<file path="config.mk">
export PLATFORM = sky130hd
export DESIGN_NAME = crt_timer
export DESIGN_NICKNAME = d
export VERILOG_FILES = /design/src/rtl/crt_pkg.sv /design/src/rtl/crt_fall_det.sv /design/src/rtl/crt_prescale.sv /design/src/rtl/crt_timer.sv
export SDC_FILE = /design/constraint.sdc
export NUM_CORES = 1
export LEC_CHECK = 0
export BUFFER_PORTS_ARGS = -buffer_cell sky130_fd_sc_hd__buf_2
export CAP_MARGIN = 0
export CORE_UTILIZATION = 41
export DETAILED_ROUTE_END_ITERATION = 7
export SYNTH_ARGS = -nofsm -noshare
export SYNTH_HDL_FRONTEND = slang
export SYNTH_HIERARCHICAL = 1
export SYNTH_SLANG_ARGS = --single-unit
</file>
<file path="constraint.sdc">
create_clock -name aclk -period 5.67 [get_ports aclk]
set_input_delay 1.134 -clock aclk [delete_from_list [all_inputs] [get_ports aclk]]
set_output_delay 1.134 -clock aclk [all_outputs]
set_load 0.02 [all_outputs]
</file>
<file path="src/rtl/crt_pkg.sv">
package crt_pkg;
  // byte addresses of the register words
  localparam logic [7:0] CTRL_OFFS    = 8'hc8;
  localparam logic [7:0] CNT_LO_OFFS  = 8'hcc;
  localparam logic [7:0] CNT_HI_OFFS  = 8'hd0;
  localparam logic [7:0] CAP_LO_OFFS  = 8'hd4;
  localparam logic [7:0] CAP_HI_OFFS  = 8'hd8;
  localparam logic [7:0] PWR_OFFS     = 8'hdc;
  localparam logic [7:0] IEN_OFFS     = 8'he0;
  // control field positions
  localparam int OVF_BIT   = 7;
  localparam int EXT_BIT   = 6;
  localparam int RXSEL_BIT = 5;
  localparam int TXSEL_BIT = 4;
  localparam int EXEN_BIT  = 3;
  localparam int RUN_BIT   = 2;
  localparam int CT_BIT    = 1;
  localparam int CPRL_BIT  = 0;
  // second port baud selects in the power control word
  localparam int RX1_BIT   = 1;
  localparam int TX1_BIT   = 0;
  localparam logic [7:0] CTRL_RST = 8'h00;
  localparam logic [7:0] PWR_RST  = 8'h00;
  // prescale divisors
  localparam int TIMER_DIV = 12;
  localparam int BAUD_DIV  = 2;
  localparam int UART_DIV  = 16;
  localparam logic [1:0] RESP_OKAY   = 2'b00;
  localparam logic [1:0] RESP_SLVERR = 2'b10;

  typedef struct packed {
    logic ovf;
    logic ext;
    logic rx_sel;
    logic tx_sel;
    logic exen;
    logic run;
    logic ct;
    logic cprl;
  } crt_ctrl_t;

  typedef struct packed {
    logic rx0;
    logic tx0;
    logic rx1;
    logic tx1;
  } crt_baud_t;
endpackage : crt_pkg

</file>
<file path="src/rtl/crt_fall_det.sv">
`timescale 1ns/1ps
// falling-edge detector on a synchronous input; fall is combinational from din and the registered last sample
module crt_fall_det (
  input  wire logic aclk,
  input  wire logic aresetn,
  input  wire logic din,
  output logic      fall
);
  logic prev_q;

  always_ff @(posedge aclk) begin
    if (!aresetn) begin
      prev_q <= 1'b1;
    end else begin
      prev_q <= din;
    end
  end

  assign fall = prev_q & ~din;
endmodule : crt_fall_det

</file>
<file path="src/rtl/crt_prescale.sv">
`timescale 1ns/1ps
// free-running divider, one-cycle tick every div cycles
module crt_prescale #(
  parameter int W = 4
) (
  input  wire logic         aclk,
  input  wire logic         aresetn,
  input  wire logic [W-1:0] div,
  output logic              tick
);
  logic [W-1:0] cnt_q;

  assign tick = (cnt_q == div - W'(1));

  always_ff @(posedge aclk) begin
    if (!aresetn || tick) begin
      cnt_q <= '0;
    end else begin
      cnt_q <= cnt_q + W'(1);
    end
  end
endmodule : crt_prescale

</file>
<file path="src/rtl/crt_timer.sv">
// Register access over AXI4-Lite was decided locally.
`timescale 1ns/1ps
module crt_timer (
  input  wire logic        aclk,
  input  wire logic        aresetn,
  input  wire logic [7:0]  s_axi_awaddr,
  input  wire logic        s_axi_awvalid,
  output logic             s_axi_awready,
  input  wire logic [31:0] s_axi_wdata,
  input  wire logic [3:0]  s_axi_wstrb,
  input  wire logic        s_axi_wvalid,
  output logic             s_axi_wready,
  output logic [1:0]       s_axi_bresp,
  output logic             s_axi_bvalid,
  input  wire logic        s_axi_bready,
  input  wire logic [7:0]  s_axi_araddr,
  input  wire logic        s_axi_arvalid,
  output logic             s_axi_arready,
  output logic [31:0]      s_axi_rdata,
  output logic [1:0]       s_axi_rresp,
  output logic             s_axi_rvalid,
  input  wire logic        s_axi_rready,
  input  wire logic        count_input_pin,
  input  wire logic        trigger_pin,
  input  wire logic        timer1_overflow,
  output logic             irq,
  output crt_pkg::crt_baud_t baud_clk
);
  crt_pkg::crt_ctrl_t ctrl_q;
  logic [15:0]        cnt_q;
  logic [15:0]        cap_q;
  logic [1:0]         pwr_q;
  logic               ien_q;
  logic               irq_q;
  crt_pkg::crt_baud_t baud_q;

  // ---------------- prescalers and pin edges
  logic       tick12;
  logic       tick2;
  logic       cnt_fall;
  logic       trg_fall;

  crt_prescale #(.W(4)) u_div12 (
    .aclk    (aclk),
    .aresetn (aresetn),
    .div     (4'(crt_pkg::TIMER_DIV)),
    .tick    (tick12)
  );

  crt_prescale #(.W(4)) u_div2 (
    .aclk    (aclk),
    .aresetn (aresetn),
    .div     (4'(crt_pkg::BAUD_DIV)),
    .tick    (tick2)
  );

  crt_fall_det u_cnt_edge (
    .aclk    (aclk),
    .aresetn (aresetn),
    .din     (count_input_pin),
    .fall    (cnt_fall)
  );

  crt_fall_det u_trg_edge (
    .aclk    (aclk),
    .aresetn (aresetn),
    .din     (trigger_pin),
    .fall    (trg_fall)
  );

  // ---------------- mode decode
  wire baud_mode = ctrl_q.rx_sel | ctrl_q.tx_sel | pwr_q[crt_pkg::RX1_BIT]
                   | pwr_q[crt_pkg::TX1_BIT];
  wire capture_mode = ctrl_q.cprl & ~baud_mode;
  wire int_tick = baud_mode ? tick2 : tick12;
  wire adv = ctrl_q.run & (ctrl_q.ct ? cnt_fall : int_tick);
  wire roll = adv & (cnt_q == 16'hffff);
  wire trg_evt = ctrl_q.exen & trg_fall;
  wire trg_reload = trg_evt & ~capture_mode & ~baud_mode;
  wire trg_capture = trg_evt & capture_mode;
  wire reload = (roll & ~capture_mode) | trg_reload;
  wire ovf_set = roll & ~baud_mode;
  wire ext_set = trg_evt;

  // ---------------- AXI4-Lite write path
  logic [7:0]  awaddr_q;
  logic        aw_have_q;
  logic [31:0] wdata_q;
  logic [3:0]  wstrb_q;
  logic        w_have_q;

  wire do_write = aw_have_q & w_have_q & ~s_axi_bvalid;
  // next-cycle state, so that the ready outputs come from flops
  wire aw_take   = s_axi_awvalid & s_axi_awready;
  wire w_take    = s_axi_wvalid & s_axi_wready;
  wire aw_have_d = aw_take | (aw_have_q & ~do_write);
  wire w_have_d  = w_take | (w_have_q & ~do_write);
  wire bvalid_d  = do_write | (s_axi_bvalid & ~s_axi_bready);
  wire wr_ctrl  = do_write & (awaddr_q == crt_pkg::CTRL_OFFS) & wstrb_q[0];
  wire wr_cntl  = do_write & (awaddr_q == crt_pkg::CNT_LO_OFFS) & wstrb_q[0];
  wire wr_cnth  = do_write & (awaddr_q == crt_pkg::CNT_HI_OFFS) & wstrb_q[0];
  wire wr_capl  = do_write & (awaddr_q == crt_pkg::CAP_LO_OFFS) & wstrb_q[0];
  wire wr_caph  = do_write & (awaddr_q == crt_pkg::CAP_HI_OFFS) & wstrb_q[0];
  wire wr_pwr   = do_write & (awaddr_q == crt_pkg::PWR_OFFS) & wstrb_q[0];
  wire wr_ien   = do_write & (awaddr_q == crt_pkg::IEN_OFFS) & wstrb_q[0];
  wire wr_hit   = (awaddr_q == crt_pkg::CTRL_OFFS) | (awaddr_q == crt_pkg::CNT_LO_OFFS)
                | (awaddr_q == crt_pkg::CNT_HI_OFFS) | (awaddr_q == crt_pkg::CAP_LO_OFFS)
                | (awaddr_q == crt_pkg::CAP_HI_OFFS) | (awaddr_q == crt_pkg::PWR_OFFS)
                | (awaddr_q == crt_pkg::IEN_OFFS);
  wire [7:0] wbyte = wdata_q[7:0];

  always_ff @(posedge aclk) begin
    if (!aresetn) begin
      aw_have_q <= 1'b0;
      w_have_q  <= 1'b0;
      awaddr_q  <= 8'h00;
      wdata_q   <= 32'h0000_0000;
      wstrb_q   <= 4'h0;
    end else begin
      if (s_axi_awvalid && s_axi_awready) begin
        aw_have_q <= 1'b1;
        awaddr_q  <= {s_axi_awaddr[7:2], 2'b00};
      end else if (do_write) begin
        aw_have_q <= 1'b0;
      end
      if (s_axi_wvalid && s_axi_wready) begin
        w_have_q <= 1'b1;
        wdata_q  <= s_axi_wdata;
        wstrb_q  <= s_axi_wstrb;
      end else if (do_write) begin
        w_have_q <= 1'b0;
      end
    end
  end

  always_ff @(posedge aclk) begin
    if (!aresetn) begin
      s_axi_awready <= 1'b0;
      s_axi_wready  <= 1'b0;
    end else begin
      s_axi_awready <= ~aw_have_d & ~bvalid_d;
      s_axi_wready  <= ~w_have_d & ~bvalid_d;
    end
  end

  always_ff @(posedge aclk) begin
    if (!aresetn) begin
      s_axi_bvalid <= 1'b0;
      s_axi_bresp  <= crt_pkg::RESP_OKAY;
    end else if (do_write) begin
      s_axi_bvalid <= 1'b1;
      s_axi_bresp  <= wr_hit ? crt_pkg::RESP_OKAY : crt_pkg::RESP_SLVERR;
    end else if (s_axi_bready) begin
      s_axi_bvalid <= 1'b0;
    end
  end

  // ---------------- control and flags; hardware set wins over write
  always_ff @(posedge aclk) begin
    if (!aresetn) begin
      ctrl_q <= crt_pkg::crt_ctrl_t'(crt_pkg::CTRL_RST);
      pwr_q  <= crt_pkg::PWR_RST[1:0];
      ien_q  <= 1'b0;
    end else begin
      if (wr_ctrl) begin
        ctrl_q <= crt_pkg::crt_ctrl_t'(wbyte);
      end
      if (ovf_set) begin
        ctrl_q.ovf <= 1'b1;
      end
      if (ext_set) begin
        ctrl_q.ext <= 1'b1;
      end
      if (wr_pwr) begin
        pwr_q <= wbyte[1:0];
      end
      if (wr_ien) begin
        ien_q <= wbyte[0];
      end
    end
  end

  // ---------------- count and capture/reload registers
  always_ff @(posedge aclk) begin
    if (!aresetn) begin
      cnt_q <= 16'h0000;
    end else if (reload) begin
      cnt_q <= cap_q;
    end else if (adv) begin
      cnt_q <= cnt_q + 16'h0001;
    end else if (wr_cntl) begin
      cnt_q[7:0] <= wbyte;
    end else if (wr_cnth) begin
      cnt_q[15:8] <= wbyte;
    end
  end

  always_ff @(posedge aclk) begin
    if (!aresetn) begin
      cap_q <= 16'h0000;
    end else if (trg_capture) begin
      cap_q <= cnt_q;
    end else if (wr_capl) begin
      cap_q[7:0] <= wbyte;
    end else if (wr_caph) begin
      cap_q[15:8] <= wbyte;
    end
  end

  // ---------------- interrupt and baud clocks
  always_ff @(posedge aclk) begin
    if (!aresetn) begin
      irq_q  <= 1'b0;
      baud_q <= '0;
    end else begin
      irq_q      <= ien_q & (ctrl_q.ovf | ctrl_q.ext);
      baud_q.rx0 <= ctrl_q.rx_sel ? roll : timer1_overflow;
      baud_q.tx0 <= ctrl_q.tx_sel ? roll : timer1_overflow;
      baud_q.rx1 <= pwr_q[crt_pkg::RX1_BIT] ? roll : timer1_overflow;
      baud_q.tx1 <= pwr_q[crt_pkg::TX1_BIT] ? roll : timer1_overflow;
    end
  end
  assign irq      = irq_q;
  assign baud_clk = baud_q;

  // ---------------- AXI4-Lite read path
  logic [7:0] rd_byte;
  logic       rd_hit;
  always_comb begin
    rd_hit  = 1'b1;
    rd_byte = 8'h00;
    unique case ({s_axi_araddr[7:2], 2'b00})
      crt_pkg::CTRL_OFFS:   rd_byte = ctrl_q;
      crt_pkg::CNT_LO_OFFS: rd_byte = cnt_q[7:0];
      crt_pkg::CNT_HI_OFFS: rd_byte = cnt_q[15:8];
      crt_pkg::CAP_LO_OFFS: rd_byte = cap_q[7:0];
      crt_pkg::CAP_HI_OFFS: rd_byte = cap_q[15:8];
      crt_pkg::PWR_OFFS:    rd_byte = {6'b00_0000, pwr_q};
      crt_pkg::IEN_OFFS:    rd_byte = {7'b000_0000, ien_q};
      default:              rd_hit  = 1'b0;
    endcase
  end

  wire ar_take  = s_axi_arvalid & s_axi_arready;
  wire rvalid_d = ar_take | (s_axi_rvalid & ~s_axi_rready);

  always_ff @(posedge aclk) begin
    if (!aresetn) begin
      s_axi_arready <= 1'b0;
    end else begin
      s_axi_arready <= ~rvalid_d;
    end
  end

  always_ff @(posedge aclk) begin
    if (!aresetn) begin
      s_axi_rvalid <= 1'b0;
      s_axi_rdata  <= 32'h0000_0000;
      s_axi_rresp  <= crt_pkg::RESP_OKAY;
    end else if (s_axi_arvalid && s_axi_arready) begin
      s_axi_rvalid <= 1'b1;
      s_axi_rdata  <= {24'h00_0000, rd_byte};
      s_axi_rresp  <= rd_hit ? crt_pkg::RESP_OKAY : crt_pkg::RESP_SLVERR;
    end else if (s_axi_rready) begin
      s_axi_rvalid <= 1'b0;
    end
  end

  // ---------------- assertions
  property p_hold_stopped;
    @(posedge aclk) disable iff (!aresetn)
      (!ctrl_q.run && !reload && !wr_cntl && !wr_cnth) |=> $stable(cnt_q);
  endproperty
  a_hold_stopped: assert property (p_hold_stopped) else $error("count moved while stopped");

  property p_no_trigger;
    @(posedge aclk) disable iff (!aresetn)
      (!ctrl_q.exen && !wr_capl && !wr_caph) |=> $stable(cap_q);
  endproperty
  a_no_trigger: assert property (p_no_trigger) else $error("capture without enable");

  property p_capture;
    @(posedge aclk) disable iff (!aresetn)
      trg_capture |=> cap_q == $past(cnt_q) && ctrl_q.ext;
  endproperty
  a_capture: assert property (p_capture) else $error("capture value wrong");

  property p_reload;
    @(posedge aclk) disable iff (!aresetn)
      (roll && !capture_mode) |=> cnt_q == $past(cap_q);
  endproperty
  a_reload: assert property (p_reload) else $error("reload missed");

  property p_ovf_flag;
    @(posedge aclk) disable iff (!aresetn)
      (roll && !baud_mode) |=> ctrl_q.ovf;
  endproperty
  a_ovf_flag: assert property (p_ovf_flag) else $error("overflow flag not set");

  property p_baud_no_flag;
    @(posedge aclk) disable iff (!aresetn)
      (baud_mode && !ctrl_q.ovf && !wr_ctrl) |=> !ctrl_q.ovf;
  endproperty
  a_baud_no_flag: assert property (p_baud_no_flag) else $error("flag set in baud mode");

  property p_flag_sticky;
    @(posedge aclk) disable iff (!aresetn)
      (ctrl_q.ext && !wr_ctrl) |=> ctrl_q.ext;
  endproperty
  a_flag_sticky: assert property (p_flag_sticky) else $error("flag cleared by hardware");

  property p_irq;
    @(posedge aclk) disable iff (!aresetn)
      (ien_q && (ctrl_q.ovf || ctrl_q.ext)) |=> irq;
  endproperty
  a_irq: assert property (p_irq) else $error("interrupt not raised");

  property p_baud_route;
    @(posedge aclk) disable iff (!aresetn)
      (ctrl_q.tx_sel && roll) |=> baud_clk.tx0;
  endproperty
  a_baud_route: assert property (p_baud_route) else $error("tx baud pulse missing");

  property p_trg_reload;
    @(posedge aclk) disable iff (!aresetn)
      (trg_evt && !capture_mode && !baud_mode) |=> cnt_q == $past(cap_q) && ctrl_q.ext;
  endproperty
  a_trg_reload: assert property (p_trg_reload) else $error("trigger reload missed");

  property p_ext_flag;
    @(posedge aclk) disable iff (!aresetn)
      trg_evt |=> ctrl_q.ext;
  endproperty
  a_ext_flag: assert property (p_ext_flag) else $error("event flag not set");

  property p_ovf_sticky;
    @(posedge aclk) disable iff (!aresetn)
      (ctrl_q.ovf && !wr_ctrl) |=> ctrl_q.ovf;
  endproperty
  a_ovf_sticky: assert property (p_ovf_sticky) else $error("overflow flag cleared");
endmodule : crt_timer

</file>
==> flow_summary.ini, run 1 <==
[global_route]
grt_start_max_net_pins = 56
antenna_found_initial = 0
via_count_of_the_first_global_routing_pass = 3731
globalRoute.totalOverflow = 0
global_route_wire_length_before_repair_um = 19580
globalRouteTotalUtil = 0.2155

[synthesis]
yosys.cell_types.count = 58
synth.yosys.warnings = 6
yosys.area_share.adder = 0.01319
combinational_family_with_the_most_area_after_synthesis = simple AND/OR/NAND/NOR gates
synth_xor_area_frac = 0.05858
syn_area_per_cell_um2 = 8.685
post_synth_mux_area_share = 0.07652
synthCells = 546
ys_ff_latch = 90
synth_compound_gate_area_share = 0.1823
synth.cell_area_um2 = 4742
postSynth.topFlopCell = dfxtp_1
synth-seq-area-share = 0.3799
synth-edff-count = 0
synth-simple-area-share = 0.2100
ys_async_sr_fraction = 0

[floorplan]
design.die.area_um2 = 12000
initial_standard_cell_utilization_of_the_core = 0.4299
die_y_um = 109.5
io-pin-count = 108
die_x_um = 109.5
fp-row-count = 38
placeableCoreArea_um2 = 11030

[setup_path]
rr_startpoint = u_div12/cnt_q[2]
crit_path_start = u_div12/cnt_q[2]
critPathBufInv = 0
r2r_slack_ps = 2350
arrival_ps = 3590
worst_ep_required_time_ps = 5940
critical_path_cell_count = 9
cpLargestDelayFamily = compound AO/OA/AOI/OAI gates
endpoint_kind = flop
path_max_fanout = 13
r2r_end = cnt_q[11]
timing.critical_path.from_type = flop
criticalPathCategory = flop to flop
slowest_delay_ps = 890
worst_path_max_delay_cell = a21oi_1
worst_r2r_path_depth = 9
cpMostUsedCell = o21ai_1
crit_end = cnt_q[11]
cp_cell_sequence = xor3_2 -> nor3_4 -> and2_2 -> nor2_1 -> mux2i_1 -> nand2b_1 -> a21oi_1 -> o21ai_1 -> o21ai_1

[min_path]
hold_path_class = flop to flop
timing.hold.worst_path_depth = 2

[cts]
clock_root_buffer = clkbuf_16
clk_latency_ps = 340
cts.hold.buffers_added = 0
clock_tree.buffer_depth = 2
cts_inserted_buffers = 9
tritoncts = yes
cts.htree.levels = 3
postCtsSetupBuffers = 0
clock-sinks = 90
clk_pin_slew_worst_paths_ps = 70
post_cts_resized = 0

[sta]
relSlewSlack = 0.2764
post-route-min-period_ps = 3317
timing.final.ws_setup_ps = 2353
report.final.slew_viol_count = 0
setup_total_negative_slack_ps = 0
max_clock_freq_ghz = 0.3015
rsz0062_at_grt = false
finalSetupViolations = 0
clock-skew-final_ps = 10.93
hold_violations = 0
hold-worst-slack_ps = 451.0
finalCritPeriodShare = 0.5850
tightestPinTransition_ps = 1083

[power]
power_per_cell_area_nw_per_um2 = 261.8
power.ir.vdd_worst_uv = 141.3
p_total_w = 0.001394
static-leakage-power_nw = 2.111

[outcome]
run_status = finished, final reports clean

[routing]
remaining_antenna_violation_count_after_routing = 0
drc = 0
vias_per_cell = 5.515
dr_total_vias = 4098
wire_per_inst_um = 16.41
totalWireLength_um = 12190
drt-pass1-iter-count = 6
first_iter_violations = 366

[placed_design]
pre_cts_ws_ps = 2220
dp_hpwl_um = 8510
port_buffers = 50
place_congestion = 0.9116

[cells_and_area]
mostFrequentLayoutCell = dfxtp_1
layout.cells.most_common_list = dfxtp_1 (90), nand2_1 (67), buf_2 (50), nor2_1 (44), conb_1 (42)
fin_nets = 665
syn2layout_area_growth_pct = 12.24
post_route_cells_drive_above_1_share = 0.1493
diodes = 0
layout.filler_cells = 1092

[job]
max_cap_viol_count = 0
-- Yosys cell counts (3+ instances only) --
| cell type | instances | area share |
|---|---|---|
| dfxtp_1 | 90 | 0.38 |
| nand2_1 | 67 | 0.053 |
| nor2_1 | 44 | 0.035 |
| a21oi_1 | 41 | 0.043 |
| mux2i_1 | 34 | 0.072 |
| buf_4 | 26 | 0.041 |
| a211oi_1 | 22 | 0.035 |
| xnor2_1 | 19 | 0.035 |
| a22oi_1 | 17 | 0.027 |
| nand3_1 | 16 | 0.017 |
| clkbuf_1 | 14 | 0.011 |
| o21ai_0 | 13 | 0.014 |
| inv_1 | 12 | 0.0095 |
| a22o_1 | 9 | 0.017 |
| nor3_1 | 9 | 0.0095 |
| o21ai_1 | 9 | 0.0095 |
| nor4_1 | 8 | 0.011 |
| a222oi_1 | 7 | 0.015 |
| nand2b_1 | 7 | 0.0092 |
| nand4_1 | 7 | 0.0092 |
| xor2_1 | 7 | 0.013 |
| buf_2 | 6 | 0.0063 |
| ha_1 | 5 | 0.013 |
| a32oi_1 | 4 | 0.0074 |
| buf_1 | 4 | 0.0032 |
| nand4b_1 | 3 | 0.0055 |
| nor2b_1 | 3 | 0.0040 |
-- tightest hold or removal path, delay by kind of cell, from the launching register on --
kind	cells	cell delay [ps]
AO/OA/AOI/OAI	1	50
flip-flops	1	320
AND/OR/NAND/NOR	1	40
-- stage by stage --
step	cell area [um2]	utilization	instances
floorplan	4892	-	586
global placement	5027	0.4558	727
detailed placement	5027	0.4558	727
CTS	5323	0.4825	743
global route	5323	0.4825	743
finish	5323	0.4825	743
-- kinds of logic after synthesis --
group | count (synthesis)
adders and majority gates | 5
and+or+nand+nor | 189
other | 2
buffers and inverters | 66
AOI/OAI and AO/OA | 130
DFF | 90
xor gates and xnor gates | 28
muxes | 36
-- metal layers --
metal	up-vias	wire length, um	track usage
met3	29	1084	0.05335
met5	-	0	0
met4	0	287	0.07810
met2	181	5354	0.3320
met1	1887	5466	0.2913
li1	2001	-	-
-- power breakdown --
part / internal, W / switching [W]
Combinational: 0.0000452 / 0.0000773
Clock: 0.000343 / 0.000257
Sequential: 0.000650 / 0.0000215
-- cell type report --
type / instances / area [um2] / area share
multi-input cells: 430 / 2721 / 0.5113
flip-flops and latches: 90 / 1802 / 0.3385
repair buffers: 54 / 280.3 / 0.05266
clock buffers: 10 / 229.0 / 0.04302
well taps: 140 / 175.2 / 0.03291
clock inverters: 6 / 66.31 / 0.01246
inverters: 13 / 48.80 / 0.009168
-- registers in the layout, summed over array words and instances (netlist names), 2 cells and up --
name and count:
s_axi_rdata 8, baud_clk 4, pwr_q 2, cnt_q 16, cap_q 16, u_div2/cnt_q 4
u_div12/cnt_q 4, awaddr_q 6, ctrl_q 8, wdata_q 8
-- how the worst min path moves through the flow --
stage | endpoint | slack, ps | startpoint
finish | s_axi_rdata[1] | 450 | s_axi_rdata[1]
global route | s_axi_rdata[0] | 490 | s_axi_rdata[0]
CTS | s_axi_rdata[1] | 450 | s_axi_rdata[1]
detailed placement | s_axi_rdata[1] | 440 | s_axi_rdata[1]
global placement | s_axi_rdata[1] | 440 | s_axi_rdata[1]
floorplan | irq | 440 | ien_q
(Power assumes the default switching activity.)
==> run 2, diff against run 1 <==
PLACE_DENSITY = 0.66   (was not set)
clock period = 2.83 ns   (was 5.67 ns; I/O delays follow)
==> run 2 against run 1 <==
Sequential cell count unchanged. Largest power group unchanged. Combinational power increased by 100%. Cell count increased by 2.4%. Global-route usage increased by 0.096 points. Clock skew decreased by 0.78 ps. Clock power increased by 110%. Count of clock-buffer cells in the layout decreased by 1.
==> flow_summary.ini, run 2 (synthesis results as in run 1) <==
[outcome]
run_status = finished, final reports clean

[global_route]
globalRouteTotalUtil = 0.2164
antenna_found_initial = 0
via_count_of_the_first_global_routing_pass = 3877
grt_start_max_net_pins = 51
global_route_wire_length_before_repair_um = 19620
globalRoute.totalOverflow = 0

[sta]
finalSetupViolations = 0
hold_violations = 0
relSlewSlack = 0.4640
post-route-min-period_ps = 2513
report.final.slew_viol_count = 0
clock-skew-final_ps = 10.15
hold-worst-slack_ps = 422.3
finalCritPeriodShare = 0.8879
rsz0062_at_grt = false
max_clock_freq_ghz = 0.3979
timing.final.ws_setup_ps = 317.1
tightestPinTransition_ps = 797.3
setup_total_negative_slack_ps = 0

[floorplan]
fp-row-count = 38
io-pin-count = 108
die_y_um = 109.5
initial_standard_cell_utilization_of_the_core = 0.4299
die_x_um = 109.5
placeableCoreArea_um2 = 11030
design.die.area_um2 = 12000

[power]
power_per_cell_area_nw_per_um2 = 517.8
power.ir.vdd_worst_uv = 313.3
static-leakage-power_nw = 2.199

[cells_and_area]
multiInputGateArea_um2 = 2721
top_regs = cap_q x16, cnt_q x16
layout.filler_cells = 1089
syn2layout_area_growth_pct = 15.22
diodes = 0
finish.utilization = 0.4953
mostFrequentLayoutCell = dfxtp_1
area.sequential_um2 = 1802
fin_nets = 683
layout.cells.most_common_list = dfxtp_1 (90), nand2_1 (67), buf_2 (50), nor2_1 (44), conb_1 (42)
post_route_cells_drive_above_1_share = 0.1755

[cts]
post_cts_resized = 0
cts.htree.levels = 3
clock-sinks = 90
clock_tree.buffer_depth = 2
clk_pin_slew_worst_paths_ps = 70
tritoncts = yes
cts.hold.buffers_added = 0
cts_inserted_buffers = 9
clock_root_buffer = clkbuf_16
postCtsSetupBuffers = 0
clk_latency_ps = 350

[placed_design]
place_congestion = 0.9195
pre_cts_ws_ps = 321.2
dp_hpwl_um = 8925
port_buffers = 50

[routing]
dr_total_vias = 4213
wire_per_inst_um = 15.97
drt-pass1-iter-count = 5
first_iter_violations = 412
drc = 0
vias_per_cell = 5.536
totalWireLength_um = 12160
remaining_antenna_violation_count_after_routing = 0

[setup_path]
endpoint_kind = flop
criticalPathCategory = flop to flop
path_max_fanout = 8
crit_path_start = u_div12/cnt_q[2]
timing.critical_path.from_type = flop
arrival_ps = 2780
worst_ep_required_time_ps = 3090
rr_startpoint = u_div12/cnt_q[2]

[job]
max_cap_viol_count = 0

[min_path]
hold_path_startpoint = trigger_pin
hold_path_class = primary input to flop
## run 2: path summary, 6_finish.rpt
check | to | slack (ps) | depth (start not counted)
worst max-delay path | cnt_q[5] | 320 | 10
worst min-delay path | u_trg_edge/prev_q | 420 | 2
worst max register to register | cnt_q[5] | 320 | 10
worst min register to register | s_axi_rdata[1] | 450 | 2
## run 2: area by class of cell
cell class,instances,area share
clock inverters,7,0.01397
well taps,140,0.03206
inverters,13,0.008931
clock buffers,9,0.04122
repair buffers,72,0.07602
flip-flops and latches,90,0.3297
multi-input cells,430,0.4981
## run 2: routing by layer
| metal | vias up | share of wire | global-route usage | wire, um |
|---|---|---|---|---|
| met2 | 183 | 0.45 | 0.3477 | 5448 |
| met3 | 17 | 0.079 | 0.04386 | 956 |
| met4 | 0 | 0.017 | 0.07429 | 210 |
| li1 | 2043 | - | - | - |
| met5 | - | 0 | 0 | 0 |
| met1 | 1970 | 0.46 | 0.2883 | 5539 |
## run 2: worst max-delay path: stages (launching register included)
cell      delay [ps]
dfxtp_1          340
xor3_2           420
nor3_4           210
and2_2           190
nor2_1            40
mux2i_1          260
nand2b_1         190
a21oi_1          280
buf_4            220
a32oi_1           60
o21ai_0          210
## run 2: report_power, final
part	switching (W)	internal, W	leakage, nW
clock	0.000543	0.000691	0.142
sequential	0.0000438	0.00130	0.731
combinational	0.000157	0.0000933	1.33
total	0.000744	0.00209	2.20
## run 2: through the flow
stage	cell area, um2	total power, W	instances
after floorplan	4892	0.001572	586
after global placement	5162	0.001611	745
after detailed placement	5162	0.001624	745
after CTS	5464	0.002843	761
after global routing	5464	0.002919	761
final	5464	0.002829	761
==> run 3, diff against run 2 <==
PLACE_DENSITY = not set   (was 0.66)
RECOVER_POWER = 50   (was not set)
clock period = 2.7 ns   (was 2.83 ns; I/O delays follow)
==> run 3 against run 2 <==
Sequential share of layout area is 0.17 points lower. First-iteration DRC count is 35% lower. Die area stayed put. Routed wire length is 0.53% lower. Sequential power is 5% higher. Maximum frequency is 0.53% higher. Cell count is 0.13% lower. Count of clock-buffer cells in the layout is 1 higher. Clock skew is 1.7 ps lower. Non-clock buffer count is 1 lower. Register-to-register slack worse by 120 ps. Design area is 0.50% higher.
==> flow_summary.ini, run 3 (synthesis results as in run 1) <==
[sta]
hold_violations = 0
tightestPinTransition_ps = 1048
relSlewSlack = 0.3015
clock-skew-final_ps = 8.482
post-route-min-period_ps = 2500
report.final.slew_viol_count = 0
setup_total_negative_slack_ps = 0
rsz0062_at_grt = false
max_clock_freq_ghz = 0.4001
finalSetupViolations = 0
finalCritPeriodShare = 0.9258

[floorplan]
design.die.area_um2 = 12000
fp-row-count = 38
die_x_um = 109.5
die_y_um = 109.5
io-pin-count = 108
initial_standard_cell_utilization_of_the_core = 0.4299
placeableCoreArea_um2 = 11030

[placed_design]
place_congestion = 0.9278
dp_hpwl_um = 8765
placed_cell_area_um2 = 5167
port_buffers = 50

[cells_and_area]
fin_area_um2 = 5492
fin_nets = 682
post_route_cells_drive_above_1_share = 0.1371
diodes = 0
finish.utilization = 0.4978
layout.cells.most_common_list = dfxtp_1 (90), nand2_1 (67), nor2_1 (44), conb_1 (42), a21oi_1 (41)
mostFrequentLayoutCell = dfxtp_1
syn2layout_area_growth_pct = 15.80
top_regs = cap_q x16, cnt_q x16

[setup_path]
r2r_end = cnt_q[12]
cpLargestDelayFamily = simple AND/OR/NAND/NOR gates
criticalPathCategory = flop to flop
worst_r2r_path_depth = 10
slowest_delay_ps = 410
worst_path_max_delay_cell = xor3_2
endpoint_kind = flop
r2r_slack_ps = 200
rr_startpoint = u_div12/cnt_q[2]
worst_ep_required_time_ps = 2920
timing.critical_path.from_type = flop
critPathBufInv = 1
cp_cell_sequence = xor3_2 -> nor3_4 -> and2_2 -> nor2_1 -> mux2i_1 -> nand2b_1 -> buf_4 -> o311a_1 -> a22oi_1 -> o21ai_1
path_max_fanout = 11
arrival_ps = 2720

[global_route]
grt_start_max_net_pins = 51
antenna_found_initial = 0
via_count_of_the_first_global_routing_pass = 3839
global_route_wire_length_before_repair_um = 19870
globalRouteTotalUtil = 0.2185
globalRoute.totalOverflow = 0

[power]
static-leakage-power_nw = 2.154
power.ir.vdd_worst_uv = 365.6
power_per_cell_area_nw_per_um2 = 564.2

[routing]
wire_per_inst_um = 15.91
drt-pass1-iter-count = 6
first_iter_violations = 267
dr_total_vias = 4128
totalWireLength_um = 12090
drc = 0
vias_per_cell = 5.432
remaining_antenna_violation_count_after_routing = 0

[min_path]
timing.hold.worst_path_depth = 2
hold_end = u_trg_edge/prev_q
hold_path_class = primary input to flop
hold_path_startpoint = trigger_pin

[cts]
cts.hold.buffers_added = 0
clock_root_buffer = clkbuf_16
clock_tree.buffer_depth = 2
postCtsSetupBuffers = 0
clk_pin_slew_worst_paths_ps = 70
clk_latency_ps = 340
cts_inserted_buffers = 9
post_cts_resized = 0
clock-sinks = 90
tritoncts = yes
cts.htree.levels = 3

[job]
max_cap_viol_count = 0

[outcome]
run_status = finished, final reports clean
[run 3: stage by stage]
stage	hold WS [ps]	std cells	total power [W]	setup slack, ps
after floorplan	442.6	586	0.001648	383.9
after detailed placement	449.7	744	0.001704	224.4
after global routing	398.9	760	0.003227	7.020
after CTS	391.2	760	0.003125	206.4
after global placement	440.9	744	0.001696	287.7
final	396.1	760	0.003098	200.3
[run 3: routing by layer]
layer,track usage,share of wire
met1,0.2921,0.45
met2,0.3432,0.45
met3,0.05453,0.085
met4,0.07238,0.0089
met5,0,0
[run 3: layout make-up]
type / instances / area, um2
sequential: 90 / 1802
clock buffer: 10 / 229.0
clock inverter: 6 / 115.1
inverter: 13 / 48.80
fill: 1068 / 5539
tap: 140 / 175.2
multi-input combinational: 430 / 2730
timing repair buffer: 71 / 391.6
[run 3: worst max path at each step]
stage                                start          end  slack, ps  cells past startpoint
after detailed placement   u_div2/cnt_q[2]  baud_clk[2]        220                      9
after global placement    u_div12/cnt_q[2]    cnt_q[10]        290                     10
final                     u_div12/cnt_q[2]    cnt_q[12]        200                     10
after CTS                 u_div12/cnt_q[2]  baud_clk[2]        210                      9
after global routing      u_div12/cnt_q[2]    cnt_q[15]          7                     10
after floorplan           u_div12/cnt_q[2]     cnt_q[5]        380                     10
[run 3: where the power goes]
part	internal (W)	switching, W
clock	0.000907	0.000520
sequential	0.00136	0.0000464
combinational	0.0000975	0.000163
total	0.00237	0.000729
